`config.mk`:
```
export PLATFORM = sky130hd
export DESIGN_NAME = eprom_program_wait_controller
export DESIGN_NICKNAME = d
export VERILOG_FILES = /design/src/eprom_prog_pkg.sv /design/src/eprom_program_wait_controller.sv
export SDC_FILE = /design/constraint.sdc
export NUM_CORES = 1
export LEC_CHECK = 0
export BUFFER_PORTS_ARGS = -buffer_cell sky130_fd_sc_hd__buf_2
export CAP_MARGIN = 20
export CORE_MARGIN = 8
export CORE_UTILIZATION = 57
export CTS_CLUSTER_DIAMETER = 60
export CTS_CLUSTER_SIZE = 25
export DETAILED_ROUTE_END_ITERATION = 6
export PLACE_DENSITY = 0.79
export SLEW_MARGIN = 40
export SYNTH_ARGS = -nofsm -noshare
export SYNTH_HDL_FRONTEND = slang
export SYNTH_SLANG_ARGS = --single-unit
```
`constraint.sdc`:
```
create_clock -name core_clk_in -period 3.6 [get_ports core_clk_in]
set_input_delay 0.36 -clock core_clk_in [delete_from_list [all_inputs] [get_ports core_clk_in]]
set_output_delay 0.36 -clock core_clk_in [all_outputs]
set_load 0.01 [all_outputs]
```
`src/eprom_prog_pkg.sv`:
```
package eprom_prog_pkg;

  localparam int          ADDR_W          = 16;           // processor address width
  localparam int          DATA_W          = 8;            // byte-wide memory
  localparam logic [15:0] EPROM_LIMIT     = 16'h8000;     // first address above the eprom region
  localparam int          CLK_HZ          = 40000000;     // core clock rate
  localparam int          PROG_TIME_US    = 5000;         // programming pulse, 5 ms
  localparam int          PROG_CYCLES_DEF = (PROG_TIME_US * (CLK_HZ / 1000000)); // whole cycles
  localparam int          CNT_W           = 18;           // holds 200000
  localparam logic [1:0]  SYNC_RESET      = 2'h0;         // synchroniser reset value

  // one-shot states
  typedef enum logic [0:0] {
    ST_IDLE  = 1'b0,
    ST_PULSE = 1'b1
  } shot_state_t;

endpackage : eprom_prog_pkg

```
`src/eprom_program_wait_controller.sv`:
```
`timescale 1ns/1ps

module eprom_program_wait_controller
  import eprom_prog_pkg::*;
#(
  parameter int PROG_CYCLES = PROG_CYCLES_DEF  // shortenable for simulation
) (
  input  wire logic              core_clk_in,               // processor clock
  input  wire logic              rst_n_in,                  // async, active low
  input  wire logic [ADDR_W-1:0] addr_in,                   // processor address bus
  input  wire logic              mem_read_strobe_in,        // memory read cycle
  input  wire logic              memory_write_strobe_in,    // memory write strobe
  input  wire logic              program_verify_select_in,  // switch: 1 = program
  output logic                   eprom_select_out,          // eprom chip select
  output logic                   eprom_program_mode_out,    // eprom in program mode
  output logic                   wait_out,                  // processor wait request
  output logic                   vpp_enable_out,            // programming voltage gate
  output logic                   low_ram_disable_out        // keeps low ram page off the bus
);

  // whole state of the block
  typedef struct packed {
    logic [1:0]       wr_sync;    // write strobe synchroniser
    logic [1:0]       sel_sync;   // program switch synchroniser
    logic             wr_prev;    // strobe level last cycle
    shot_state_t      state;      // one-shot state
    logic [CNT_W-1:0] count;      // cycles left in pulse
    logic             eprom_sel;  // registered chip select
    logic             prog_mode;  // registered program mode
    logic             wait_req;   // registered wait request
    logic             vpp_en;     // registered voltage gate
    logic             ram_off;    // registered low ram disable
    logic [CNT_W:0]   wait_len;   // cycles wait has stood high, checks only
  } state_t;

  state_t cur;       // registered state
  state_t next_cur;  // next state

  // address test shared by read and write decode
  function automatic logic in_eprom(input logic [ADDR_W-1:0] a);
    in_eprom = (a < EPROM_LIMIT);
  endfunction : in_eprom

  // true in every cycle the one-shot runs
  function automatic logic pulsing(input shot_state_t s);
    pulsing = (s == ST_PULSE);
  endfunction : pulsing

  logic wr_rise;   // clean write strobe edge

  // next-state logic
  always_comb begin
    next_cur          = cur;
    // two flops on the strobe and switch, both outside the clock's timing
    next_cur.wr_sync  = {cur.wr_sync[0], memory_write_strobe_in};
    next_cur.sel_sync = {cur.sel_sync[0], program_verify_select_in};
    // edge taken from the settled flop only; the first may be metastable
    next_cur.wr_prev  = cur.wr_sync[1];
    wr_rise           = cur.wr_sync[1] & ~cur.wr_prev;
    // address and data are held by the processor during the wait
    unique case (cur.state)
      ST_IDLE: begin
        if (wr_rise && in_eprom(addr_in)) begin
          next_cur.state = ST_PULSE;
          next_cur.count = CNT_W'(PROG_CYCLES - 1);
        end
      end
      ST_PULSE: begin
        // strobes landing mid-pulse are dropped, not queued
        if (cur.count == '0) begin
          next_cur.state = ST_IDLE;
        end else begin
          next_cur.count = cur.count - CNT_W'(1);
        end
      end
    endcase
    // outputs follow the next state so they are flop-driven
    // wait and program mode share one state bit so they cannot part
    next_cur.wait_req  = pulsing(next_cur.state);
    next_cur.prog_mode = pulsing(next_cur.state);
    // switch read through its synchroniser, so a flip mid-pulse shows late
    next_cur.vpp_en    = pulsing(next_cur.state) & cur.sel_sync[1];
    // select during reads, and during program so the byte is latched
    next_cur.eprom_sel = in_eprom(addr_in) & (mem_read_strobe_in | pulsing(next_cur.state));
    // low ram stays off whenever the eprom region is addressed
    next_cur.ram_off   = in_eprom(addr_in);
    // length of the current wait, for the pulse checks only
    next_cur.wait_len  = cur.wait_req ? cur.wait_len + (CNT_W+1)'(1) : '0;
  end

  // state register; the reset branch loads constants only
  // one register for the whole block keeps every output a flop
  always_ff @(posedge core_clk_in or negedge rst_n_in) begin
    if (!rst_n_in) begin
      cur          <= '0;
      cur.state    <= ST_IDLE;
      cur.wr_sync  <= SYNC_RESET;
      cur.sel_sync <= SYNC_RESET;
    end else begin
      cur <= next_cur;
    end
  end

  // ports straight from the state flops
  assign eprom_select_out       = cur.eprom_sel;
  assign eprom_program_mode_out = cur.prog_mode;
  assign wait_out               = cur.wait_req;
  assign vpp_enable_out         = cur.vpp_en;
  assign low_ram_disable_out    = cur.ram_off;

  // checks on the flop outputs, all on the core clock
  // pulse start: wait comes one cycle after the qualified edge
  property p_start;
    @(posedge core_clk_in) disable iff (!rst_n_in)
      (cur.state == ST_IDLE && wr_rise && in_eprom(addr_in)) |=> wait_out;
  endproperty
  a_start: assert property (p_start) else $error("low write did not start wait");

  // no wait without a qualified low-region strobe
  property p_high_idle;
    @(posedge core_clk_in) disable iff (!rst_n_in)
      (!wait_out && !(wr_rise && in_eprom(addr_in))) |=> !wait_out;
  endproperty
  a_high_idle: assert property (p_high_idle) else $error("wait without low write");

  // pulse never outlasts the programming time
  property p_len_max;
    @(posedge core_clk_in) disable iff (!rst_n_in)
      wait_out |-> (cur.wait_len < (CNT_W+1)'(PROG_CYCLES));
  endproperty
  a_len_max: assert property (p_len_max) else $error("pulse too long");

  // a released wait has stood exactly the programming time
  property p_len_min;
    @(posedge core_clk_in) disable iff (!rst_n_in)
      $fell(wait_out) |-> ($past(cur.wait_len) == (CNT_W+1)'(PROG_CYCLES - 1));
  endproperty
  a_len_min: assert property (p_len_min) else $error("pulse wrong length");

  // pulse is not cut short while cycles remain
  property p_hold;
    @(posedge core_clk_in) disable iff (!rst_n_in)
      (cur.state == ST_PULSE && cur.count != '0) |=> wait_out;
  endproperty
  a_hold: assert property (p_hold) else $error("pulse ended early");

  // program mode and wait stand together
  property p_mode_tracks;
    @(posedge core_clk_in) disable iff (!rst_n_in)
      wait_out == eprom_program_mode_out;
  endproperty
  a_mode_tracks: assert property (p_mode_tracks) else $error("mode and wait differ");

  // voltage only inside a pulse with the switch on program
  property p_vpp;
    @(posedge core_clk_in) disable iff (!rst_n_in)
      vpp_enable_out |-> (wait_out && $past(cur.sel_sync[1]));
  endproperty
  a_vpp: assert property (p_vpp) else $error("voltage outside program pulse");

  // and always there when both hold
  property p_vpp_on;
    @(posedge core_clk_in) disable iff (!rst_n_in)
      (wait_out && $past(cur.sel_sync[1])) |-> vpp_enable_out;
  endproperty
  a_vpp_on: assert property (p_vpp_on) else $error("voltage missing in program pulse");

  // low-region reads select the eprom
  property p_read_sel;
    @(posedge core_clk_in) disable iff (!rst_n_in)
      (mem_read_strobe_in && in_eprom(addr_in)) |=> eprom_select_out;
  endproperty
  a_read_sel: assert property (p_read_sel) else $error("low read not selected");

  // addresses above the region never select it
  property p_read_high;
    @(posedge core_clk_in) disable iff (!rst_n_in)
      !in_eprom(addr_in) |=> !eprom_select_out;
  endproperty
  a_read_high: assert property (p_read_high) else $error("high address selected eprom");

  // eprom stays selected through a program pulse
  property p_sel_prog;
    @(posedge core_clk_in) disable iff (!rst_n_in)
      (wait_out && $past(in_eprom(addr_in))) |-> eprom_select_out;
  endproperty
  a_sel_prog: assert property (p_sel_prog) else $error("eprom not selected in pulse");

  // low ram page kept off in the eprom region
  property p_ram_off;
    @(posedge core_clk_in) disable iff (!rst_n_in)
      in_eprom(addr_in) |=> low_ram_disable_out;
  endproperty
  a_ram_off: assert property (p_ram_off) else $error("low ram not disabled");

  // and left alone above it
  property p_ram_clear;
    @(posedge core_clk_in) disable iff (!rst_n_in)
      !in_eprom(addr_in) |=> !low_ram_disable_out;
  endproperty
  a_ram_clear: assert property (p_ram_clear) else $error("low ram disabled above region");

  // pulse end lets the processor go
  property p_release;
    @(posedge core_clk_in) disable iff (!rst_n_in)
      (cur.state == ST_PULSE && cur.count == '0) |=> (!wait_out && !eprom_program_mode_out);
  endproperty
  a_release: assert property (p_release) else $error("wait not released");

  c_program: cover property (@(posedge core_clk_in) disable iff (!rst_n_in) $fell(wait_out) && $past(vpp_enable_out));
  c_verify:  cover property (@(posedge core_clk_in) disable iff (!rst_n_in) wait_out && !vpp_enable_out);
  c_read:    cover property (@(posedge core_clk_in) disable iff (!rst_n_in) eprom_select_out && !wait_out);
  // a strobe above the region that is refused
  c_refused: cover property (@(posedge core_clk_in) disable iff (!rst_n_in) wr_rise && !in_eprom(addr_in));

endmodule : eprom_program_wait_controller

```
==> qor.tcl, run 1 <==
set qor(result_of_the_run) {complete, no violations}
set qor(gp_congestion) 0.846
set qor(cts_resized) 0
set qor(worst-setup-path-type) {reg2reg}
set qor(fin_worst_skew_ns) 0.00252
set qor(route.final.wire_length_um) 2630
set qor(numPortBuffers) 10
set qor(synth.top_cells.by_area) {sky130_fd_sc_hd__dfrtp_1 52%, sky130_fd_sc_hd__mux2i_1 8.4%, sky130_fd_sc_hd__nor2_1 4.0%, sky130_fd_sc_hd__o211ai_1 2.9%, sky130_fd_sc_hd__nand4b_1 2.7%}
set qor(final_antenna_net_count) 0
set qor(layout.nets) 158
set qor(setup.worst_path.end_class) {flip-flop}
set qor(grt_start_max_net_pins) 28
set qor(post-route-period-util_pct) 64.2
set qor(floorplan.die.width_um) 63.9
set qor(area_growth_pct) 8.12
set qor(grt_pass1_wl_um) 4600
set qor(cts_buffers) 3
set qor(cp_max_fo) 10
set qor(die-height_um) 63.9
set qor(synth_seq_area_share_pct) 51.6
set qor(timing.critical_path.arrival_ns) 2.59
set qor(r2r_start) {cur[41]}
set qor(clock_tree_from_tritoncts) {yes}
set qor(max_cap_viol_count) 0
set qor(dp_hpwl_um) 1860
set qor(setup_viol) 0
set qor(share_of_async_settable_or_async_resettable_flops_after_synthesis_pct) 100
set qor(setup_repair_after_global_routing_missed_its_margin) {no}
set qor(p_leak_nw) 0.599
set qor(initial_utilization_pct) 59.8
set qor(holdWs_ns) 0.114
set qor(min_period_ns) 2.31
set qor(drt_first_iter_violations) 68
set qor(drc_errors) 0
set qor(timing.max_slew.rel_slack_pct) 59.8
set qor(overflow) 0
set qor(powerDensity_nw_per_um2) 328
set qor(distinct_cell_type_count_after_synthesis) 35
set qor(irDropWorstVdd_mv) 0.340
set qor(tns_ns) 0
set qor(core-area_um2) 2190
set qor(vias) 998
set qor(clk_path_buf_depth) 2
set qor(timing.final.max_slew_violations) 0
set qor(mappedNetlistNets) 145
set qor(setup.worst_path.start_class) {flip-flop}
set qor(final_std_cell_area_no_fill_um2) 1420
set qor(yosysTopAreaCell) {sky130_fd_sc_hd__dfrtp_1}
set qor(total_routing_resource_utilization_after_global_routing_pct) 13.9
set qor(avgViaCountPerCell) 6.12
set qor(clk_transition_reported_paths_ns) 0.15
set qor(yosys_register_bits) 27
set qor(yosys_warnings) 0
set qor(placement.cell_area_um2) 1380
set qor(synthesis.area_um2) 1310
set qor(power_w) 0.000465
set qor(post_drt_wl_per_cell_um) 16.1
set qor(report.final.hold_viol_count) 0
set qor(floorplan.io_pins) 26
set qor(postSynthAreaPerCell_um2) 10.7
set qor(clkLatencyLatePin_ns) 0.34
set qor(crit_required_ns) 3.88
set qor(synth-edff-count) 0
set qor(placement_row_count) 17
set qor(dieArea_um2) 4090
set qor(tightestPinTransition_ns) 0.599
set qor(worstHoldPathType) {in2reg}
set qor(antenna_found_initial) 0
set qor(htree_num_levels) 1
set qor(via_count_of_the_first_global_routing_pass) 1015
set qor(worst_hold_launch) {program_verify_select_in}
set qor(post_route_cells_drive_above_1_share_pct) 14.1
set qor(critPathLaunch) {cur[41]}
set qor(cts_num_sinks) 27
set qor(top_flip_flop_cell_by_instance_count_after_synthesis) {sky130_fd_sc_hd__dfrtp_1}
set qor(clockRootBuffer) {sky130_fd_sc_hd__clkbuf_4}
set qor(tritonroute_pass_1_iters) 4
set qor(finished_core_util_pct) 64.6
set qor(synthesis.instances) 123
set qor(final_antenna_diode_count) 0
set qor(netlist.area_leader.share_pct) 51.6
set qor(clock.fmax_ghz) 0.433
-- worst paths after layout --
| check | end | slack [ns] | cells after the start |
|---|---|---|---|
| worst max-delay path | cur[24] | 1.29 | 4 |
| worst min-delay path | cur[44] | 0.11 | 1 |
| worst max register to register | cur[24] | 1.29 | 4 |
| worst min register to register | cur[45] | 0.37 | 0 |
| max in group asynchronous | cur[34] | 2.68 | 2 |
| min in group asynchronous | cur[25] | 0.53 | 2 |
-- critical path, stage by stage, from the launching register on --
cell and delay, ns:
sky130_fd_sc_hd__dfrtp_1 0.44, sky130_fd_sc_hd__or4_1 0.72, sky130_fd_sc_hd__or4_4 0.62, sky130_fd_sc_hd__o21ai_4 0.25, sky130_fd_sc_hd__mux2i_1 0.21
-- metal layers --
layer  vias to the layer above  part of all wire, %  global-route usage [%]
met5                         -                    0                       0
met4                         0                  2.3                    8.91
met3                         7                  3.8                    2.61
met2                        26                   49                    22.6
met1                       481                   45                    16.5
li1                        484                    -                       -
-- cells by family after synthesis --
| group | Yosys count | synth area share [%] |
|---|---|---|
| mux | 11 | 8.41 |
| simple gates | 54 | 23.8 |
| flops | 27 | 51.6 |
| buf+inv | 9 | 3.53 |
| fa+ha+maj | 1 | 0.955 |
| compound gates | 21 | 11.7 |
-- registers in the layout, summed over array words and instances, names as in the netlist --
register / cells
wait_out: 1
low_ram_disable_out: 1
eprom_select_out: 1
vpp_enable_out: 1
cur: 23
-- cell usage in the layout (no fill, tap or decap), drive strengths merged, types with 3 or more instances in the layout --
| cell type | n |
|---|---|
| mux2i | 11 |
| nand2 | 9 |
| clkbuf | 3 |
| nor3 | 3 |
| dfrtp | 27 |
| buf | 11 |
| o21ai | 5 |
| o31ai | 3 |
| nor2 | 14 |
| inv | 6 |
| o211ai | 5 |
| nand4b | 4 |
| or4 | 6 |
| nor4 | 5 |
-- stage by stage --
stage                     setup slack, ns  instances
after floorplan                      1.52        123
after global placement               1.33        158
after detailed placement             1.35        158
after CTS                            1.31        163
after global routing                 1.01        163
final                                1.29        163
-- repair_timing --
item / in CTS / in global routing
hold buffers: 1 / 0
endpoints found under the hold margin: 17 / 0
setup buffers: 0 / 0
setup endpoints to repair: 0 / 0
-- synth_stat cells, drive strengths merged (2+ instances only) --
library cell / n
nor4: 5
a21oi: 2
nor2: 14
dfrtp: 27
nand2: 9
nor3: 3
o211ai: 5
o41ai: 2
or4: 6
mux2i: 11
o21ai: 5
and2: 2
buf: 3
inv: 5
nand3: 2
o31ai: 3
nand4b: 4
nor4b: 2
or3: 2
-- power by group --
| group | total, W | switching, W | internal (W) | leakage, nW |
|---|---|---|---|---|
| Combinational | 0.0000133 | 0.00000865 | 0.00000469 | 0.299 |
| Sequential | 0.000309 | 0.00000151 | 0.000308 | 0.281 |
| Clock | 0.000142 | 0.0000969 | 0.0000455 | 0.0183 |
| Total | 0.000465 | 0.000107 | 0.000358 | 0.599 |
-- final cells by class --
class / count / area (um^2)
repair buffers: 12 / 67.6
clock buffers: 3 / 22.5
well taps: 28 / 35.0
fillers: 180 / 774
multi-input cells: 87 / 588
clock inverters: 1 / 8.76
flip-flops and latches: 27 / 676
inverters: 5 / 18.8
Note: power is estimated with default switching activity, not from simulation.
==> inputs of run 2 (changes only) <==
--- a/config.mk
+++ b/config.mk
@@ -5,14 +5,15 @@
 export SDC_FILE = /design/constraint.sdc
 export NUM_CORES = 1
 export LEC_CHECK = 0
+export ABC_AREA = 1
 export BUFFER_PORTS_ARGS = -buffer_cell sky130_fd_sc_hd__buf_2
 export CAP_MARGIN = 20
 export CORE_MARGIN = 8
-export CORE_UTILIZATION = 57
+export CORE_UTILIZATION = 50
 export CTS_CLUSTER_DIAMETER = 60
 export CTS_CLUSTER_SIZE = 25
 export DETAILED_ROUTE_END_ITERATION = 6
-export PLACE_DENSITY = 0.79
+export PLACE_DENSITY = 0.72
 export SLEW_MARGIN = 40
 export SYNTH_ARGS = -nofsm -noshare
 export SYNTH_HDL_FRONTEND = slang
==> constraint.sdc (replaced) <==
create_clock -name core_clk_in -period 2 [get_ports core_clk_in]
set_input_delay 0.2 -clock core_clk_in [delete_from_list [all_inputs] [get_ports core_clk_in]]
set_output_delay 0.2 -clock core_clk_in [all_outputs]
set_load 0.01 [all_outputs]
==> qor.tcl, run 2 <==
set qor(yosys_register_bits) 27
set qor(synthesis.instances) 210
set qor(synthesis.area_um2) 1530
set qor(clk_path_buf_depth) 2
set qor(tritonroute_pass_1_iters) 5
set qor(top_flip_flop_cell_by_instance_count_after_synthesis) {sky130_fd_sc_hd__dfrtp_1}
set qor(floorplan.io_pins) 26
set qor(cts_num_sinks) 27
set qor(tightestPinTransition_ns) 0.607
set qor(hold-path-cell-count) 2
set qor(worst-setup-path-type) {reg2reg}
set qor(clock.fmax_ghz) 0.569
set qor(post-route-period-util_pct) 87.9
set qor(timing.max_slew.rel_slack_pct) 59.5
set qor(ff2ff_path_depth) 9
set qor(irDropWorstVdd_mv) 0.327
set qor(r2r_start) {cur[24]}
set qor(r2r_end) {cur[26]}
set qor(clk_transition_reported_paths_ns) 0.13
set qor(initial_utilization_pct) 51.5
set qor(postSynthAreaPerCell_um2) 7.30
set qor(layout_common_cells) {66 x sky130_fd_sc_hd__nand2_1, 31 x sky130_fd_sc_hd__nor2_1, 27 x sky130_fd_sc_hd__nand3_1, 27 x sky130_fd_sc_hd__dfrtp_1, 24 x sky130_fd_sc_hd__inv_1}
set qor(netlist.area_leader.share_pct) 44.0
set qor(max_cap_viol_count) 0
set qor(share_of_async_settable_or_async_resettable_flops_after_synthesis_pct) 100
set qor(cts_buffers) 3
set qor(min_period_ns) 1.76
set qor(ff2ff_setup_slack_ns) 0.24
set qor(dp_hpwl_um) 2290
set qor(synth_common_cells) {66 x sky130_fd_sc_hd__nand2_1, 31 x sky130_fd_sc_hd__nor2_1, 27 x sky130_fd_sc_hd__dfrtp_1, 27 x sky130_fd_sc_hd__nand3_1, 24 x sky130_fd_sc_hd__inv_1}
set qor(worst_hold_launch) {addr_in[15]}
set qor(die-height_um) 71.4
set qor(critPathLaunch) {cur[24]}
set qor(largest_reg_flops) 23
set qor(grt_pass1_wl_um) 5660
set qor(grt_start_max_net_pins) 28
set qor(cts_setup_buffers) 0
set qor(overflow) 0
set qor(final_antenna_net_count) 0
set qor(setup_viol) 0
set qor(core-area_um2) 2980
set qor(p_leak_nw) 0.827
set qor(tns_ns) 0
set qor(synthMostInstantiatedCell) {sky130_fd_sc_hd__nand2_1}
set qor(cp_max_fo) 14
set qor(layout.cells.most_common) {sky130_fd_sc_hd__nand2_1}
set qor(drc_errors) 0
set qor(gp_congestion) 0.931
set qor(report.final.hold_viol_count) 0
set qor(synth-edff-count) 0
set qor(placement_row_count) 20
set qor(floorplan.die.width_um) 71.4
set qor(yosysTopAreaCell) {sky130_fd_sc_hd__dfrtp_1}
set qor(mappedNetlistNets) 232
set qor(timing.critical_path.arrival_ns) 1.98
set qor(route.final.wire_length_um) 3120
set qor(worst_hold_path.endpoint) {low_ram_disable_out}
set qor(vias) 1313
set qor(fin_worst_skew_ns) 0.00660
set qor(cts_hold_repair.buffers) 3
set qor(synth.top_cells.by_area) {sky130_fd_sc_hd__dfrtp_1 44%, sky130_fd_sc_hd__nand2_1 16%, sky130_fd_sc_hd__nand3_1 8.8%, sky130_fd_sc_hd__nor2_1 7.6%, sky130_fd_sc_hd__inv_1 5.9%}
set qor(setup.worst_path.end_class) {flip-flop}
set qor(distinct_cell_type_count_after_synthesis) 28
set qor(crit_path_setup_slack_layout_ns) 0.242
set qor(result_of_the_run) {complete, no violations}
set qor(numPortBuffers) 10
set qor(antenna_found_initial) 0
set qor(dieArea_um2) 5100
set qor(via_count_of_the_first_global_routing_pass) 1222
set qor(setup.worst_path.start_class) {flip-flop}
set qor(clockRootBuffer) {sky130_fd_sc_hd__clkbuf_4}
set qor(post_route_cells_drive_above_1_share_pct) 11.9
set qor(clock_tree_from_tritoncts) {yes}
set qor(total_routing_resource_utilization_after_global_routing_pct) 13.7
set qor(drt_first_iter_violations) 85
set qor(crit_required_ns) 2.22
set qor(htree_num_levels) 1
set qor(clkLatencyLatePin_ns) 0.32
set qor(avgViaCountPerCell) 5.07
set qor(cts_resized) 0
set qor(timing.final.max_slew_violations) 0
set qor(regMostFlops) {cur}
set qor(final_antenna_diode_count) 0
set qor(synth_seq_area_share_pct) 44.0
set qor(powerDensity_nw_per_um2) 486
set qor(layout.nets) 249
set qor(area_growth_pct) 9.22
set qor(worstHoldPathType) {in2reg}
set qor(place_worst_setup_slack_ns) 0.247
set qor(post_drt_wl_per_cell_um) 12.1
set qor(setup_repair_after_global_routing_missed_its_margin) {no}
set qor(yosys_warnings) 0
set qor(fillCellCount) 278
run 2: critical path, stage by stage (launching register included):
cell                      delay [ns]
sky130_fd_sc_hd__dfrtp_1        0.42
sky130_fd_sc_hd__inv_1          0.15
sky130_fd_sc_hd__ha_1           0.22
sky130_fd_sc_hd__nand2_2        0.09
sky130_fd_sc_hd__nor2_4         0.14
sky130_fd_sc_hd__nand3_4        0.13
sky130_fd_sc_hd__nand2_4        0.20
sky130_fd_sc_hd__nand2_4        0.13
sky130_fd_sc_hd__o21ai_1        0.10
sky130_fd_sc_hd__nand2_1        0.06
run 2: cell families (layout without fill, tap and decap cells):
logic type | after synthesis | after routing | share of synthesized area (%)
buffers and inverters | 30 | 46 | 8.48
and+or+nand+nor | 141 | 141 | 41.6
AOI/OAI and AO/OA | 6 | 6 | 2.20
DFF | 27 | 27 | 44.0
xor gates and xnor gates | 5 | 5 | 2.86
adders and majority gates | 1 | 1 | 0.816
run 2: how the worst max path moves through the flow:
stage,end,slack [ns]
after floorplan,cur[26],0.46
after global placement,cur[26],0.27
after detailed placement,cur[31],0.25
after CTS,cur[26],0.22
after global routing,cur[26],0.07
final,cur[26],0.24
run 2: stage by stage:
stage	std cells	utilization [%]	instance area (um^2)	total power, W	hold slack (ns)
3_5_place_dp	252	54.4	1620	0.000590	0.252
6_report	259	56.3	1680	0.000814	0.0269
3_3_place_gp	252	54.4	1620	0.000589	0.249
4_1_cts	259	56.3	1680	0.000830	0.0125
5_1_grt	259	56.3	1680	0.000853	0.0201
2_1_floorplan	210	-	1530	0.000570	-0.0956
run 2: final cells by class:
type                       instances  area [um^2]  area share (%)
multi-input combinational        153          728            43.5
timing repair buffer              17          110            6.57
sequential                        27          676            40.3
clock buffer                       4         26.3            1.57
inverter                          25         93.8            5.60
tap                               33         41.3            2.46
run 2: per-layer routing:
layer  global-route usage, %  up-vias  share of wire (%)
met3                    2.09        4                4.4
met4                    4.85        0                1.1
met2                    20.7       29                 45
met5                       0        -                  0
li1                        -      687                  -
met1                    19.1      593                 49
run 2: power by group:
part	switching (W)	internal [W]	total, W
clock	0.000154	0.0000781	0.000232
combinational	0.0000158	0.0000105	0.0000263
sequential	0.00000211	0.000554	0.000556
==> inputs of run 3 (changes only) <==
--- a/config.mk
+++ b/config.mk
@@ -9,11 +9,11 @@
 export BUFFER_PORTS_ARGS = -buffer_cell sky130_fd_sc_hd__buf_2
 export CAP_MARGIN = 20
 export CORE_MARGIN = 8
-export CORE_UTILIZATION = 50
+export CORE_UTILIZATION = 59
 export CTS_CLUSTER_DIAMETER = 60
 export CTS_CLUSTER_SIZE = 25
 export DETAILED_ROUTE_END_ITERATION = 6
-export PLACE_DENSITY = 0.72
+export PLACE_DENSITY = 0.83
 export SLEW_MARGIN = 40
 export SYNTH_ARGS = -nofsm -noshare
 export SYNTH_HDL_FRONTEND = slang
==> constraint.sdc (replaced) <==
create_clock -name core_clk_in -period 2.1 [get_ports core_clk_in]
set_input_delay 0.21 -clock core_clk_in [delete_from_list [all_inputs] [get_ports core_clk_in]]
set_output_delay 0.21 -clock core_clk_in [all_outputs]
set_load 0.01 [all_outputs]
==> qor.tcl, run 3 (synthesized netlist as in run 2, its figures left out) <==
set qor(final_antenna_diode_count) 0
set qor(floorplan.io_pins) 26
set qor(power.net_switching_w) 0.000171
set qor(clock.fmax_ghz) 0.528
set qor(setup_viol) 0
set qor(gp_congestion) 0.950
set qor(floorplan.die.width_um) 67.0
set qor(power.share.sequential_pct) 67.8
set qor(largest_reg_flops) 23
set qor(crit_required_ns) 2.34
set qor(clockRootBuffer) {sky130_fd_sc_hd__clkbuf_4}
set qor(avgViaCountPerCell) 5.21
set qor(place_worst_setup_slack_ns) 0.188
set qor(path_cells) {inv_1 -> ha_1 -> nand2_2 -> nor2_4 -> nand3_4 -> nand2_8 -> nand2_4 -> o21ai_1 -> nand2_1}
set qor(die-height_um) 67.0
set qor(dp_hpwl_um) 2200
set qor(p_sw_share_pct) 21.8
set qor(clock_tree_from_tritoncts) {yes}
set qor(tightestPinTransition_ns) 0.590
set qor(initial_utilization_pct) 61.9
set qor(clock_power_share_pct) 29.0
set qor(finished_core_util_pct) 67.1
set qor(cts_num_sinks) 27
set qor(setup.worst_path.end_class) {flip-flop}
set qor(layout.nets) 246
set qor(drc_errors) 0
set qor(htree_num_levels) 1
set qor(tns_ns) 0
set qor(cp_max_fo) 18
set qor(total_routing_resource_utilization_after_global_routing_pct) 15.7
set qor(cts_setup_buffers) 0
set qor(min_period_ns) 1.89
set qor(report.final.hold_viol_count) 0
set qor(place.detailed.instances) 246
set qor(clkLatencyLatePin_ns) 0.33
set qor(powerDensity_nw_per_um2) 470
set qor(route.final.wire_length_um) 3070
set qor(ff2ff_setup_slack_ns) 0.21
set qor(via_count_of_the_first_global_routing_pass) 1281
set qor(regMostFlops) {cur}
set qor(tritonroute_pass_1_iters) 4
set qor(hold-path-cell-count) 2
set qor(post_route_cells_drive_above_1_share_pct) 11.2
set qor(worst-setup-path-type) {reg2reg}
set qor(dieArea_um2) 4490
set qor(result_of_the_run) {complete, no violations}
set qor(max_cap_viol_count) 0
set qor(irDropWorstVdd_mv) 0.386
set qor(antenna_found_initial) 0
set qor(core-area_um2) 2480
set qor(placement_row_count) 18
set qor(cts_buffers) 3
set qor(clk_transition_reported_paths_ns) 0.15
set qor(vias) 1317
set qor(timing.final.max_slew_violations) 0
set qor(setup.worst_path.start_class) {flip-flop}
set qor(fillCellCount) 222
set qor(crit_path_setup_slack_layout_ns) 0.207
set qor(drt_first_iter_violations) 135
set qor(ff2ff_path_depth) 9
set qor(finalNonFillerCells) 253
set qor(power_w) 0.000781
set qor(power.combinational.fraction_pct) 3.2
set qor(critPathMaxStageDelay_ns) 0.43
set qor(worstHoldPathType) {in2reg}
set qor(timing.max_slew.rel_slack_pct) 60.7
set qor(p_leak_nw) 0.813
set qor(grt_pass1_wl_um) 5600
set qor(final_antenna_net_count) 0
set qor(layout.cells.most_common) {sky130_fd_sc_hd__nand2_1}
set qor(timing.critical_path.arrival_ns) 2.13
set qor(post_drt_wl_per_cell_um) 12.2
set qor(overflow) 0
set qor(clk_path_buf_depth) 2
set qor(intPower_w) 0.000611
set qor(layout_common_cells) {66 x sky130_fd_sc_hd__nand2_1, 31 x sky130_fd_sc_hd__nor2_1, 27 x sky130_fd_sc_hd__nand3_1, 27 x sky130_fd_sc_hd__dfrtp_1, 24 x sky130_fd_sc_hd__inv_1}
set qor(setup_repair_after_global_routing_missed_its_margin) {no}
set qor(critical_path.slowest_cell) {sky130_fd_sc_hd__dfrtp_1}
set qor(post-route-period-util_pct) 90.1
set qor(area_growth_pct) 8.32
set qor(numPortBuffers) 10
set qor(grt_start_max_net_pins) 28
set qor(fin_worst_skew_ns) 0.0125
[run 3: changes by cell type in the layout (fill, tap and decap cells not counted)]
cell and delta:
sky130_fd_sc_hd__nand2_4 -1, sky130_fd_sc_hd__nand2_8 +1, sky130_fd_sc_hd__clkbuf_1 -1, sky130_fd_sc_hd__clkinvlp_4 +1, sky130_fd_sc_hd__buf_4 -3
[run 3: area by class of cell]
| class | count | area, um^2 | area share, % |
|---|---|---|---|
| tap | 30 | 37.5 | 2.26 |
| multi-input combinational | 153 | 737 | 44.4 |
| sequential | 27 | 676 | 40.7 |
| clock buffer | 3 | 22.5 | 1.36 |
| clock inverter | 1 | 7.51 | 0.452 |
| timing repair buffer | 14 | 87.6 | 5.27 |
| inverter | 25 | 93.8 | 5.65 |
[run 3: stage by stage]
step	instance area [um^2]	hold slack [ns]
2_1_floorplan	1530	-0.0856
3_3_place_gp	1590	0.242
3_5_place_dp	1590	0.243
4_1_cts	1650	0.0165
5_1_grt	1660	0.0249
6_report	1660	0.0313
[run 3: worst max-delay path: cells and delay by family (launching register included)]
family          cells  cell delay (ns)
simple gates        6             0.85
flops               1             0.43
fa+ha+maj           1             0.23
buf+inv             1             0.16
compound gates      1             0.11
[run 3: worst paths after layout]
check | start | end
hold reg to reg | cur[44] | cur[45]
max in group asynchronous | rst_n_in | cur[33]
hold / removal | addr_in[15] | low_ram_disable_out
setup / recovery | cur[24] | cur[26]
min in group asynchronous | rst_n_in | cur[35]
setup reg to reg | cur[24] | cur[26]
[run 3: what timing repair did]
action                     4_1_cts  5_1_grt
setup endpoints to repair        0        1
gates resized for setup          0        1
hold endpoints to repair        29        0
hold buffers                     3        0
[run 3: metal layers]
layer  global-route usage [%]  vias up  share of wire, %
met1                     20.2      607                49
met2                     25.9       23                47
met5                        0        -                 0
met4                     4.70        0               1.2
met3                     2.85        5               3.3
li1                         -      682                 -
[run 3: power groups by stage]
stage               registers (W)   logic [W]  clock network, W
detailed placement       0.000539   0.0000217                 0
global route             0.000530   0.0000285          0.000251
floorplan                0.000541  0.00000219                 0
finish                   0.000530   0.0000251          0.000227
global placement         0.000539   0.0000213                 0
CTS                      0.000530   0.0000260          0.000238
